===== src/rtl/isft_pkg.sv =====
package isft_pkg;
  // register indices (byte address = index * 4)
  localparam logic [3:0] ADDR_STATUS = 4'h0;
  localparam logic [3:0] ADDR_MASK = 4'h1;
  localparam logic [3:0] ADDR_TXBUF = 4'h2;
  localparam logic [3:0] ADDR_RXBUF = 4'h3;
  localparam logic [3:0] ADDR_CTRL = 4'h4;
  // status bit positions
  localparam int BIT_NACK = 15;
  localparam int BIT_TXACT = 14;
  localparam int BIT_ACKWIN = 13;
  localparam int BIT_BCOL = 10;
  localparam int BIT_GCALL = 9;
  localparam int BIT_TENB = 8;
  localparam int BIT_WCOL = 7;
  localparam int BIT_OVF = 6;
  localparam int BIT_DA = 5;
  localparam int BIT_STOP = 4;
  localparam int BIT_START = 3;
  localparam int BIT_RW = 2;
  localparam int BIT_RBF = 1;
  localparam int BIT_TBF = 0;
  // ctrl bit positions
  localparam int CTL_MASTER = 0;
  localparam int CTL_TENBIT = 1;
  localparam int CTL_GCEN = 2;
  localparam logic [31:0] STATUS_RESET = 32'h0000_0000;
  localparam logic [31:0] MASK_RESET = 32'h0000_0000;
  localparam logic [31:0] CTRL_RESET = 32'h0000_0000;
  localparam logic [9:0] OWN_ADDR_RESET = 10'h000;
  // sticky bits that software clears by writing one
  localparam logic [31:0] W1C_BITS = 32'h0000_24d8;
  localparam logic [6:0] GCALL_ADDR = 7'h00;
  localparam logic [4:0] TEN_PREFIX = 5'h1e;
  localparam logic [3:0] BITS_PER_BYTE = 4'h8;
  localparam logic [3:0] ACK_BIT = 4'h8;
  // count parked here from a start until that start's own clock fall
  localparam logic [3:0] PRE_BIT = 4'h9;
  typedef enum logic [1:0] {
    ISFT_IDLE = 2'b00,
    ISFT_ADDR = 2'b01,
    ISFT_ADDR2 = 2'b10,
    ISFT_DATA = 2'b11
  } isft_phase_t;
endpackage


===== src/rtl/isft_sync_if.sv =====
`timescale 1ns/1ps
`default_nettype none
interface isft_sync_if;
  logic scl;
  logic sda;
  logic scl_rise;
  logic scl_fall;
  logic start_seen;
  logic stop_seen;
  modport edge_src (output scl, sda, scl_rise, scl_fall, start_seen, stop_seen);
  modport edge_dst (input scl, sda, scl_rise, scl_fall, start_seen, stop_seen);
endinterface
`default_nettype wire


===== src/rtl/isft_top.sv =====
// Implementation choices: the plain strobed port and the register addresses.
`timescale 1ns/1ps
`default_nettype none
module isft_top
  import isft_pkg::*;
(
  // clock and reset
  input wire logic clk_i,
  input wire logic rst_n_i,
  // register port
  input wire logic [3:0] addr_i,
  input wire logic [31:0] wdata_i,
  input wire logic wr_i,
  input wire logic rd_i,
  output logic [31:0] rdata_o,
  // two-wire bus
  input wire logic scl_i,
  input wire logic sda_i,
  output logic sda_o,
  output logic sda_oe_o,
  // interrupt
  output logic irq_o
);
  isft_sync_if ev();

  isft_edge u_edge (
    .clk_i(clk_i),
    .rst_n_i(rst_n_i),
    .scl_i(scl_i),
    .sda_i(sda_i),
    .ev(ev)
  );

  logic [31:0] status;
  logic [31:0] mask;
  logic [31:0] ctrl;
  logic [7:0] tx_buffer_reg;
  logic [7:0] rx_buffer_reg;
  logic [7:0] rx_shift_reg;
  logic [7:0] tx_shift;
  logic [3:0] bit_cnt;
  isft_phase_t phase;
  logic busy;
  logic sda_drive;
  logic [31:0] next_status;
  logic [31:0] next_mask;
  logic [31:0] next_ctrl;
  logic [7:0] next_tx_buffer_reg;
  logic [7:0] next_rx_buffer_reg;
  logic [7:0] next_rx_shift_reg;
  logic [7:0] next_tx_shift;
  logic [3:0] next_bit_cnt;
  isft_phase_t next_phase;
  logic next_busy;
  logic next_sda_drive;
  logic [31:0] next_rdata;

  function automatic logic reg_hit(input logic [3:0] a, input logic [3:0] r);
    reg_hit = (a == r);
  endfunction

  logic is_master;
  logic byte_done;
  logic ack_end;
  logic [7:0] rx_byte;
  logic tx_wr;
  assign is_master = ctrl[CTL_MASTER];
  assign rx_byte = {rx_shift_reg[6:0], ev.sda};
  assign byte_done = ev.scl_rise && (bit_cnt == BITS_PER_BYTE - 4'h1);
  assign ack_end = ev.scl_fall && (bit_cnt == ACK_BIT);
  assign tx_wr = wr_i && reg_hit(addr_i, ADDR_TXBUF);

  always_comb begin
    next_status = status;
    next_mask = mask;
    next_ctrl = ctrl;
    next_tx_buffer_reg = tx_buffer_reg;
    next_rx_buffer_reg = rx_buffer_reg;
    next_rx_shift_reg = rx_shift_reg;
    next_tx_shift = tx_shift;
    next_bit_cnt = bit_cnt;
    next_phase = phase;
    next_busy = busy;
    next_sda_drive = sda_drive;
    next_rdata = 32'h0000_0000;

    // software side first so hardware sets below win over clears
    if (wr_i) begin
      if (reg_hit(addr_i, ADDR_STATUS)) begin
        next_status = status & ~(wdata_i & W1C_BITS);
      end
      if (reg_hit(addr_i, ADDR_MASK)) begin
        next_mask = wdata_i & W1C_BITS;
      end
      if (reg_hit(addr_i, ADDR_CTRL)) begin
        next_ctrl = wdata_i;
      end
    end
    if (rd_i) begin
      case (addr_i)
        ADDR_STATUS: next_rdata = status;
        ADDR_MASK: next_rdata = mask;
        ADDR_TXBUF: next_rdata = {24'h00_0000, tx_buffer_reg};
        ADDR_RXBUF: next_rdata = {24'h00_0000, rx_buffer_reg};
        ADDR_CTRL: next_rdata = ctrl;
        default: next_rdata = 32'h0000_0000;
      endcase
      if (reg_hit(addr_i, ADDR_RXBUF)) begin
        next_status[BIT_RBF] = 1'b0;
      end
    end

    if (tx_wr) begin
      if (busy || status[BIT_TBF]) begin
        next_status[BIT_WCOL] = 1'b1;
      end else begin
        next_tx_buffer_reg = wdata_i[7:0];
        next_status[BIT_TBF] = 1'b1;
      end
    end

    if (ev.start_seen) begin
      next_status[BIT_START] = 1'b1;
      next_status[BIT_STOP] = 1'b0;
      next_status[BIT_DA] = 1'b0;
      next_phase = ISFT_ADDR;
      // the start's own clock fall must not count as a bit
      next_bit_cnt = PRE_BIT;
      next_busy = 1'b1;
      next_sda_drive = 1'b0;
      if (is_master && status[BIT_TBF]) begin
        next_tx_shift = tx_buffer_reg;
        next_status[BIT_TBF] = 1'b0;
        next_status[BIT_TXACT] = 1'b1;
      end
    end else if (ev.stop_seen) begin
      next_status[BIT_STOP] = 1'b1;
      next_status[BIT_START] = 1'b0;
      next_status[BIT_GCALL] = 1'b0;
      next_status[BIT_TENB] = 1'b0;
      next_status[BIT_ACKWIN] = 1'b0;
      next_status[BIT_TXACT] = 1'b0;
      next_phase = ISFT_IDLE;
      next_busy = 1'b0;
      next_sda_drive = 1'b0;
    end else if (phase != ISFT_IDLE) begin
      if (ev.scl_rise && bit_cnt < BITS_PER_BYTE) begin
        next_rx_shift_reg = rx_byte;
        // line differs from the bit on the wire: arbitration lost, let go
        if (is_master && status[BIT_TXACT] && ev.sda == sda_drive) begin
          next_status[BIT_BCOL] = 1'b1;
          next_status[BIT_TXACT] = 1'b0;
          next_sda_drive = 1'b0;
        end
      end
      if (byte_done) begin
        if (phase == ISFT_ADDR) begin
          next_status[BIT_RW] = rx_byte[0];
          if (!is_master && ctrl[CTL_GCEN] && rx_byte[7:1] == GCALL_ADDR) begin
            next_status[BIT_GCALL] = 1'b1;
          end
          if (ctrl[CTL_TENBIT] && rx_byte[7:3] == TEN_PREFIX
              && rx_byte[2:1] == ctrl[25:24]) begin
            next_phase = ISFT_ADDR2;
          end else begin
            next_phase = ISFT_DATA;
          end
        end else if (phase == ISFT_ADDR2) begin
          if (!is_master && rx_byte == ctrl[23:16]) begin
            next_status[BIT_TENB] = 1'b1;
          end
          next_phase = ISFT_DATA;
        end else begin
          next_status[BIT_DA] = 1'b1;
          if (!is_master || !status[BIT_TXACT]) begin
            if (status[BIT_RBF]) begin
              next_status[BIT_OVF] = 1'b1;
            end else begin
              next_rx_buffer_reg = rx_byte;
              next_status[BIT_RBF] = 1'b1;
            end
          end
        end
      end
      if (ev.scl_fall) begin
        if (bit_cnt == BITS_PER_BYTE - 4'h1 && !is_master) begin
          next_status[BIT_ACKWIN] = 1'b1;
        end
        // a fall ahead of data bits one to eight puts the next bit out
        if (status[BIT_TXACT] && (bit_cnt < BITS_PER_BYTE - 4'h1 || bit_cnt == PRE_BIT)) begin
          next_sda_drive = ~tx_shift[7];
          next_tx_shift = {tx_shift[6:0], 1'b0};
        end else begin
          next_sda_drive = 1'b0;
        end
        next_bit_cnt = (bit_cnt >= ACK_BIT) ? 4'h0 : bit_cnt + 4'h1;
      end
      if (ev.scl_rise && bit_cnt == ACK_BIT) begin
        next_status[BIT_ACKWIN] = 1'b0;
        if (is_master && status[BIT_TXACT]) begin
          next_status[BIT_NACK] = ev.sda;
        end
      end
      if (ack_end && is_master) begin
        next_status[BIT_TXACT] = 1'b0;
        if (status[BIT_TBF] && !next_status[BIT_NACK]) begin
          // the acknowledge fall already leads the next byte's first bit
          next_sda_drive = ~tx_buffer_reg[7];
          next_tx_shift = {tx_buffer_reg[6:0], 1'b0};
          next_status[BIT_TBF] = 1'b0;
          next_status[BIT_TXACT] = 1'b1;
        end
      end
    end
    next_status[31:16] = 16'h0000;
    next_status[12:11] = 2'b00;
  end

  always_ff @(posedge clk_i) begin
    if (!rst_n_i) begin
      status <= STATUS_RESET;
      mask <= MASK_RESET;
      ctrl <= CTRL_RESET;
      tx_buffer_reg <= 8'h00;
      rx_buffer_reg <= 8'h00;
      rx_shift_reg <= 8'h00;
      tx_shift <= 8'h00;
      bit_cnt <= 4'h0;
      phase <= ISFT_IDLE;
      busy <= 1'b0;
      sda_drive <= 1'b0;
      rdata_o <= 32'h0000_0000;
      irq_o <= 1'b0;
      sda_o <= 1'b0;
    end else begin
      status <= next_status;
      mask <= next_mask;
      ctrl <= next_ctrl;
      tx_buffer_reg <= next_tx_buffer_reg;
      rx_buffer_reg <= next_rx_buffer_reg;
      rx_shift_reg <= next_rx_shift_reg;
      tx_shift <= next_tx_shift;
      bit_cnt <= next_bit_cnt;
      phase <= next_phase;
      busy <= next_busy;
      sda_drive <= next_sda_drive;
      rdata_o <= next_rdata;
      irq_o <= |(next_status & next_mask & W1C_BITS);
      sda_o <= 1'b0;
    end
  end

  // open drain: data pin held low, only the enable moves
  assign sda_oe_o = sda_drive;
endmodule // isft_top
`default_nettype wire


===== src/rtl/isft_edge.sv =====
`timescale 1ns/1ps
`default_nettype none
module isft_edge
  import isft_pkg::*;
(
  input wire logic clk_i,
  input wire logic rst_n_i,
  input wire logic scl_i,
  input wire logic sda_i,
  isft_sync_if.edge_src ev
);
  logic [1:0] scl_sync;
  logic [1:0] sda_sync;
  logic scl_q;
  logic sda_q;
  logic [1:0] next_scl_sync;
  logic [1:0] next_sda_sync;
  always_comb begin
    next_scl_sync = {scl_sync[0], scl_i};
    next_sda_sync = {sda_sync[0], sda_i};
  end
  always_ff @(posedge clk_i) begin
    if (!rst_n_i) begin
      scl_sync <= 2'b11;
      sda_sync <= 2'b11;
      scl_q <= 1'b1;
      sda_q <= 1'b1;
    end else begin
      scl_sync <= next_scl_sync;
      sda_sync <= next_sda_sync;
      scl_q <= scl_sync[1];
      sda_q <= sda_sync[1];
    end
  end
  // only the second stage and its registered copy are looked at, never the first stage
  assign ev.scl = scl_sync[1];
  assign ev.sda = sda_sync[1];
  assign ev.scl_rise = scl_sync[1] & ~scl_q;
  assign ev.scl_fall = ~scl_sync[1] & scl_q;
  assign ev.start_seen = scl_sync[1] & scl_q & sda_q & ~sda_sync[1];
  assign ev.stop_seen = scl_sync[1] & scl_q & ~sda_q & sda_sync[1];
endmodule // isft_edge
`default_nettype wire


===== config.mk =====
export PLATFORM = sky130hd
export DESIGN_NAME = isft_top
export DESIGN_NICKNAME = d
export VERILOG_FILES = /design/src/rtl/isft_pkg.sv /design/src/rtl/isft_sync_if.sv /design/src/rtl/isft_top.sv /design/src/rtl/isft_edge.sv
export SDC_FILE = /design/constraint.sdc
export NUM_CORES = 1
export LEC_CHECK = 0
export BUFFER_PORTS_ARGS = -buffer_cell sky130_fd_sc_hd__buf_2
export CORE_MARGIN = 5
export CORE_UTILIZATION = 60
export CTS_CLUSTER_DIAMETER = 50
export DETAILED_ROUTE_END_ITERATION = 8
export HOLD_SLACK_MARGIN = 0.05
export PLACE_DENSITY_LB_ADDON = 0.12
export SYNTH_ARGS = -nofsm -noshare
export SYNTH_HDL_FRONTEND = slang
export SYNTH_HIERARCHICAL = 1
export SYNTH_SLANG_ARGS = --single-unit

===== constraint.sdc =====
create_clock -name clk_i -period 4.8 [get_ports clk_i]
set_clock_uncertainty 0.2 [all_clocks]
set_input_delay 0.48 -clock clk_i [delete_from_list [all_inputs] [get_ports clk_i]]
set_output_delay 0.48 -clock clk_i [all_outputs]
set_load 0.05 [all_outputs]

# --- Word-level counts from Yosys, hierarchy flattened ---
# Cells that the tools add are included.
totals:
  regBits: 156
  in_bits: 42
  out_inout_bits: 35
  elab_cells: 200
classes:
  n_addsub: 1
  magnitude_cmp: 3
  eq_ne: 15
  n_mux: 93
  bitwise: 23
  reduce_logical: 46
ops:
  columns: ["cell", "n"]
  rows:
  - ["32-bit case mux with 5 select lines", 1]
  - ["32-bit 2-to-1 mux", 2]
  - ["8-bit 2-to-1 mux", 8]
  - ["1-bit 2-to-1 mux", 56]
  - ["16-bit 2-to-1 mux", 2]
  - ["2-bit 2-to-1 mux", 13]
  - ["4-bit 2-to-1 mux", 5]
  - ["3-bit 2-to-1 mux", 6]
  - ["1-bit logical AND", 17]
  - ["16-bit bitwise AND", 1]
  - ["14-bit inverter with 16-bit output", 1]
  - ["3-bit AND reduction", 5]
  - ["14-bit bitwise AND", 1]
  - ["1-bit inverter", 13]
  - ["2-bit nonzero test", 5]
  - ["4-bit by 2-bit == test with 1-bit output, second input constant", 2]
  - ["4-bit by 3-bit == test with 1-bit output, second input constant", 2]
  - ["4-bit == test, second input constant", 2]
  - ["8-bit == test", 1]
  - ["8-bit AND reduction", 1]
  - ["1-bit bitwise AND", 7]
  - ["7-bit logical NOT", 1]
  - ["2-bit AND reduction", 3]
  - ["3-bit nonzero test", 2]
  - ["20 further kinds", 24]

# --- Depth between registers and ports, before layout ---
logic_depth:
  word_depth: 18
  depth_mapped: 9
  mapped_depth_nobuf: 7

# --- By module ---
# Netlist, hierarchy kept.
modules_own_cells:
  columns: ["mod", "instances", "cells_per_inst", "area_per_inst_um2", "seq_area_each_um2"]
  rows:
  - ["isft_top", 1, 606, 5492.8, 2602.5]
  - ["isft_edge", 1, 16, 190.2, 120.1]

# --- Least setup slack after synthesis ---
# No wires, ideal clock.
synth_timing:
  path_type: "register -> register"
  from: "reg phase[0]"
  to: "reg bit_cnt[2]"
  setup_ns: 0.064
  arrival_time_ns: 1.815
  setup_slack_ns: 2.721
  stages_incl_launch_ff: 10
  n_path_buf: 2
  period_less_slack_ns: 2.079
  cell_sequence: "dfxtp_1 -> inv_1 -> ha_1 -> buf_2 -> or3b_1 -> clkbuf_2 -> or3b_1 -> a21oi_1 -> a21oi_1 -> nor2_1"
synth_between:
  elab_chain_len: 2
synth_rtl:
  columns: ["element", "line_no", "text"]
  rows:
  - ["start: declaration", "isft_top.sv:42", "isft_phase_t phase;"]
  - ["start signal: assignment", "isft_top.sv:244", "phase <= next_phase;"]
  - ["2-bit nonzero test", "isft_top.sv:146", "end else if (phase != ISFT_IDLE) begin"]
  - ["3-bit AND reduction (no line)", null, null]
  - ["end signal: assignment", "isft_top.sv:243", "bit_cnt <= next_bit_cnt;"]
  - ["end: declaration", "isft_top.sv:41", "logic [3:0] bit_cnt;"]
# Every way passes these cells.
# A chain may end at the register's enable or synchronous reset.

# --- Worst setup path after layout ---
layout_timing:
  from: "reg u_edge.scl_sync[1]"
  to: "reg sda_drive, in the netlist sda_oe_o"
layout_between:
  elab_chain_len: 10
  word_cells_on_any_way: 23
layout_rtl:
  columns: ["element", "line_no", "text"]
  rows:
  - ["start: declaration", "isft_edge.sv:12", "logic [1:0] scl_sync;"]
  - ["start signal: assignment", "isft_edge.sv:29", "scl_sync <= next_scl_sync;"]
  - ["1-bit bitwise AND (*)", "isft_edge.sv:38", "assign ev.scl_rise = scl_sync[1] & ~scl_q;"]
  - ["net ev.scl_rise", "isft_sync_if.sv:6", "logic scl_rise;"]
  - ["1-bit logical AND", "isft_top.sv:198", "if (ev.scl_rise && bit_cnt == ACK_BIT) begin"]
  - ["1-bit 2-to-1 mux", "isft_top.sv:198", null]
  - ["1-bit 2-to-1 mux", "isft_top.sv:146", null]
  - ["1-bit 2-to-1 mux", "isft_top.sv:136", "end else if (ev.stop_seen) begin"]
  - ["1-bit 2-to-1 mux", "isft_top.sv:122", "if (ev.start_seen) begin"]
  - ["1-bit logical NOT", "isft_top.sv:206", "if (status[BIT_TBF] && !next_status[BIT_NACK]) begin"]
  - ["1-bit logical AND", "isft_top.sv:206", null]
  - ["1-bit 2-to-1 mux", "isft_top.sv:206", null]
  - ["1-bit 2-to-1 mux (*)", "isft_top.sv:204", "if (ack_end && is_master) begin"]
  - ["end signal: assignment", "isft_top.sv:246", "sda_drive <= next_sda_drive;"]
  - ["end: declaration", "isft_top.sv:44", "logic sda_drive;"]
# The timed path passes the listed nets; every way through them passes the cells marked *. The select of a mux whose other input is x is not followed.

==> impl_summary.txt <==
----------------------------------------------------
[Status]
  Run status ... complete, no violations

[Timing]
  Count of final setup violators ... 0
  Final hold violation count ... 0
  Max transition margin ... 17.7%
  Max Slew Vio Count ... 0
  Unrepaired setup endpoints after global routing ... no
  Highest Clock Rate ... about 380 MHz
  Period minus WS final ... about 2.6 ns
  Final critical-path share of the clock period ... 55.0%
  Transition time at the pin with the least slew margin ... between 1 and 1.5 ns
  Setup TNS after final layout ... 0 ns

[Global routing]
  Global route total overflow ... 0
  Overall track demand over capacity in global routing ... roughly 28%
  Largest net degree at the start of global routing ... 39
  Wire length of the first global-routing pass ... around 25000 um
  Number of antenna violations at the first check in global routing ... 0
  Vias in the first global route ... approximately 4800

[Finish]
  Largest registers in the final layout ... ctrl: 32 flops, rdata_o: 32 flops, status: 11 flops
  Area Overhead vs Synth ... 22.5%
  Fraction of final layout cells with drive strength greater than 1 ... ~20%
  Count of inserted antenna diode cells ... 0
  Final layout net count ... 760
  Fraction of the core area covered by cells at the end of the flow ... around three quarters

[Clock network]
  Sink Count ... between 100 and 150
  Clk Latency, worst-skew pair ... between 0.5 and 0.6 ns
  Clock transition at the registers of the reported paths ... approximately 0.060 ns
  CTS Root Cell ... sky130_fd_sc_hd__clkbuf_8
  TritonCTS clock tree ... yes
  H-tree levels ... 4
  Number of CTS-inserted buffers ... 17
  Number of buffers on the longest clock path ... 2

[Yosys]
  Synthesized flop and latch total ... about 140
  Synth Area in Compound Gates ... 14.6%
  Largest family of logic cells by synthesized area ... simple AND/OR/NAND/NOR gates
  Library cell with the largest summed area after synthesis ... sky130_fd_sc_hd__dfxtp_1
  Leading post-synthesis cells by cell area ... sky130_fd_sc_hd__dfxtp_1 48%, sky130_fd_sc_hd__nand2_1 6.1%, sky130_fd_sc_hd__mux2i_1 5.5%
  Yosys warnings ... 6
  Library cell with the highest instance count after synthesis ... sky130_fd_sc_hd__dfxtp_1
  Commonest cells in the synthesized netlist ... 136 x sky130_fd_sc_hd__dfxtp_1, 92 x sky130_fd_sc_hd__nand2_1, 49 x sky130_fd_sc_hd__a21oi_1, 43 x sky130_fd_sc_hd__nor2_1, 31 x sky130_fd_sc_hd__mux2i_1
  Share of synthesized area occupied by flip-flops and latches ... between 40% and 50%
  Post-synthesis area per instance ... approximately 9 sq um
  Post-synthesis share of cell area spent on and, or, nand and nor gates ... ~23%
  Combined area of all synthesized cells ... roughly 5700 sq um
  Count of distinct cell types in the synthesized netlist ... 66
  Mux contribution to synthesized area ... 7.05%
  Post-Synth XOR/XNOR Area ... roughly 1.7%
  Synth Flop Type ... sky130_fd_sc_hd__dfxtp_1
  Number of enable flip-flop cells after synthesis ... 0
  Fraction of synthesis flops using an asynchronous set or reset pin ... 0%
  Portion of synthesized cell area occupied by the leading cell type ... 47.9%
  Gate count after technology mapping ... between 600 and 700
  Arithmetic-cell share of the synthesized area counting full adders, half adders and majority gates ... 1.32%
  Total nets after synthesis ... between 600 and 700

[Routing]
  WL/cell ... between 15 and 20 um
  Antenna-violating nets left ... 0
  Via-per-instance ratio ... between 5 and 6
  Vias after detailed routing ... between 5000 and 6000
  Pre-antenna DRT Iters ... 5
  Initial detailed-routing violation count ... around 390
  Drt total wl ... 15500 um
  Final routed DRC violation total ... 0

[Die]
  Die Span X ... between 100 and 150 um
  Standard-cell rows ... 35
  Die outline height ... between 100 and 150 um
  Placeable Area ... ~9200 sq um
  Full die area ... around 12000 sq um
  Number of primary I/O pins ... 77
  Starting density of the core ... roughly three fifths

[Setup path]
  Arrival @ worst endpoint ... roughly 2.9 ns
  Type of the setup path with the least slack ... register to register
  CP max FO ... 10
  Critical Path Source Type ... register
  CP Capture Type ... register
  Worst endpoint required time ... roughly 5.0 ns

[Place]
  Detail Placement HPWL ... 10200 um
  Number of port buffers ... 75
  Weighted congestion at the end of routability-driven global placement ... ~0.92

[Job]
  Number of violations of the max-capacitance limit ... 0

[Power and ir drop]
  Pleak ... about 2.8 nW
  Worst vdd ir ... ~0.20 mV
  Power density of the placed cells ... about 360 nW/um^2

[Worst hold path]
  Worst min-delay path class ... input pin to register

----------------------------------------------------
## metrics by stage
step / setup slack [ns] / power, mW / hold WS (ns) / cell area (sq um) / std cells
after floorplan: 2.72 / 1.24 / 0.186 / 5680 / 622
after global placement: 2.17 / 1.28 / 0.188 / 6030 / 787
after detailed placement: 2.09 / 1.29 / 0.211 / 6030 / 787
after CTS: 2.17 / 2.54 / 0.191 / 6960 / 854
after global routing: 2.00 / 2.61 / 0.223 / 6960 / 854
final: 2.16 / 2.53 / 0.215 / 6960 / 854
## cell type report
cell class / instances / area, sq um
Timing Repair Buffer: 113 / 748
Multi-Input combinational cell: 432 / 2710
Clock inverter: 13 / 134
Sequential cell: 136 / 2720
Inverter: 12 / 45.0
Clock buffer: 19 / 442
Tap cell: 129 / 161
Fill cell: 651 / 2280
## layout by cell type, fill, tap and decap left out, drive strengths merged, types with 3 or more instances in the layout
master         n
a21boi         4
a21oi         49
a221oi         6
a222oi         4
a22oi         19
a2bb2oi        3
a31oi         16
and2          22
and3           8
and4b          3
buf           78
clkbuf        19
clkinv         4
clkinvlp       3
dfxtp        136
dlygate4sd3   35
ha             6
inv           17
mux2           8
mux2i         31
nand2         93
nand2b         9
nand3         23
nand4          3
nand4b         3
nor2          45
nor2b         10
nor3          15
nor4           4
o211ai         4
o21ai         10
or3            3
xnor2          5
xor2           6
## report_power, final
part           internal [mW]  switching (mW)  leakage (nW)
logic                 0.0569          0.0757          1.41
registers               1.14          0.0130          1.10
clock network          0.727           0.519         0.274
total                   1.93           0.608          2.78
## cells by family (layout without fill, tap and decap cells)
| logic type | after synthesis | in the layout |
|---|---|---|
| buf+inv | 54 | 157 |
| flops | 136 | 136 |
| other cells | 1 | 1 |
| xor+xnor | 11 | 11 |
| mux | 39 | 39 |
| compound gates | 126 | 126 |
| fa+ha+maj | 6 | 6 |
| simple gates | 249 | 249 |
## repair_timing
action,CTS,global route
hold buffers,35,0
endpoints found under the hold margin,40,0
resized for setup,0,0
setup buffers,0,0
## final timing paths
kind | depth (start not counted) | to | start | slack (ns)
max | 6 | sda_oe_o | u_edge/scl_sync[1] | 2.16
min | 4 | rdata_o[4] | addr_i[2] | 0.21
max reg2reg | 6 | sda_oe_o | u_edge/scl_sync[1] | 2.16
min reg2reg | 1 | u_edge/scl_sync[1] | u_edge/scl_sync[0] | 0.23
## layer usage
metal	wire, um	global-route usage, %	vias to the layer above	share of wire, %
met5	0	0	-	0
met2	7300	44.1	225	47
li1	-	-	2356	-
met3	1310	5.76	25	8.4
met1	6580	37.5	2396	42
met4	318	10.4	0	2.1
## worst max-delay path, stage by stage, from the launching register on
cell                        delay [ns]
sky130_fd_sc_hd__dfxtp_1          0.40
sky130_fd_sc_hd__nor2b_1          0.26
sky130_fd_sc_hd__nand4b_1         0.22
sky130_fd_sc_hd__o21ai_0          0.20
sky130_fd_sc_hd__nand4bb_1        0.56
sky130_fd_sc_hd__mux2_1           0.55
sky130_fd_sc_hd__o31ai_2          0.16
Note: power is estimated with default switching activity, not from simulation.
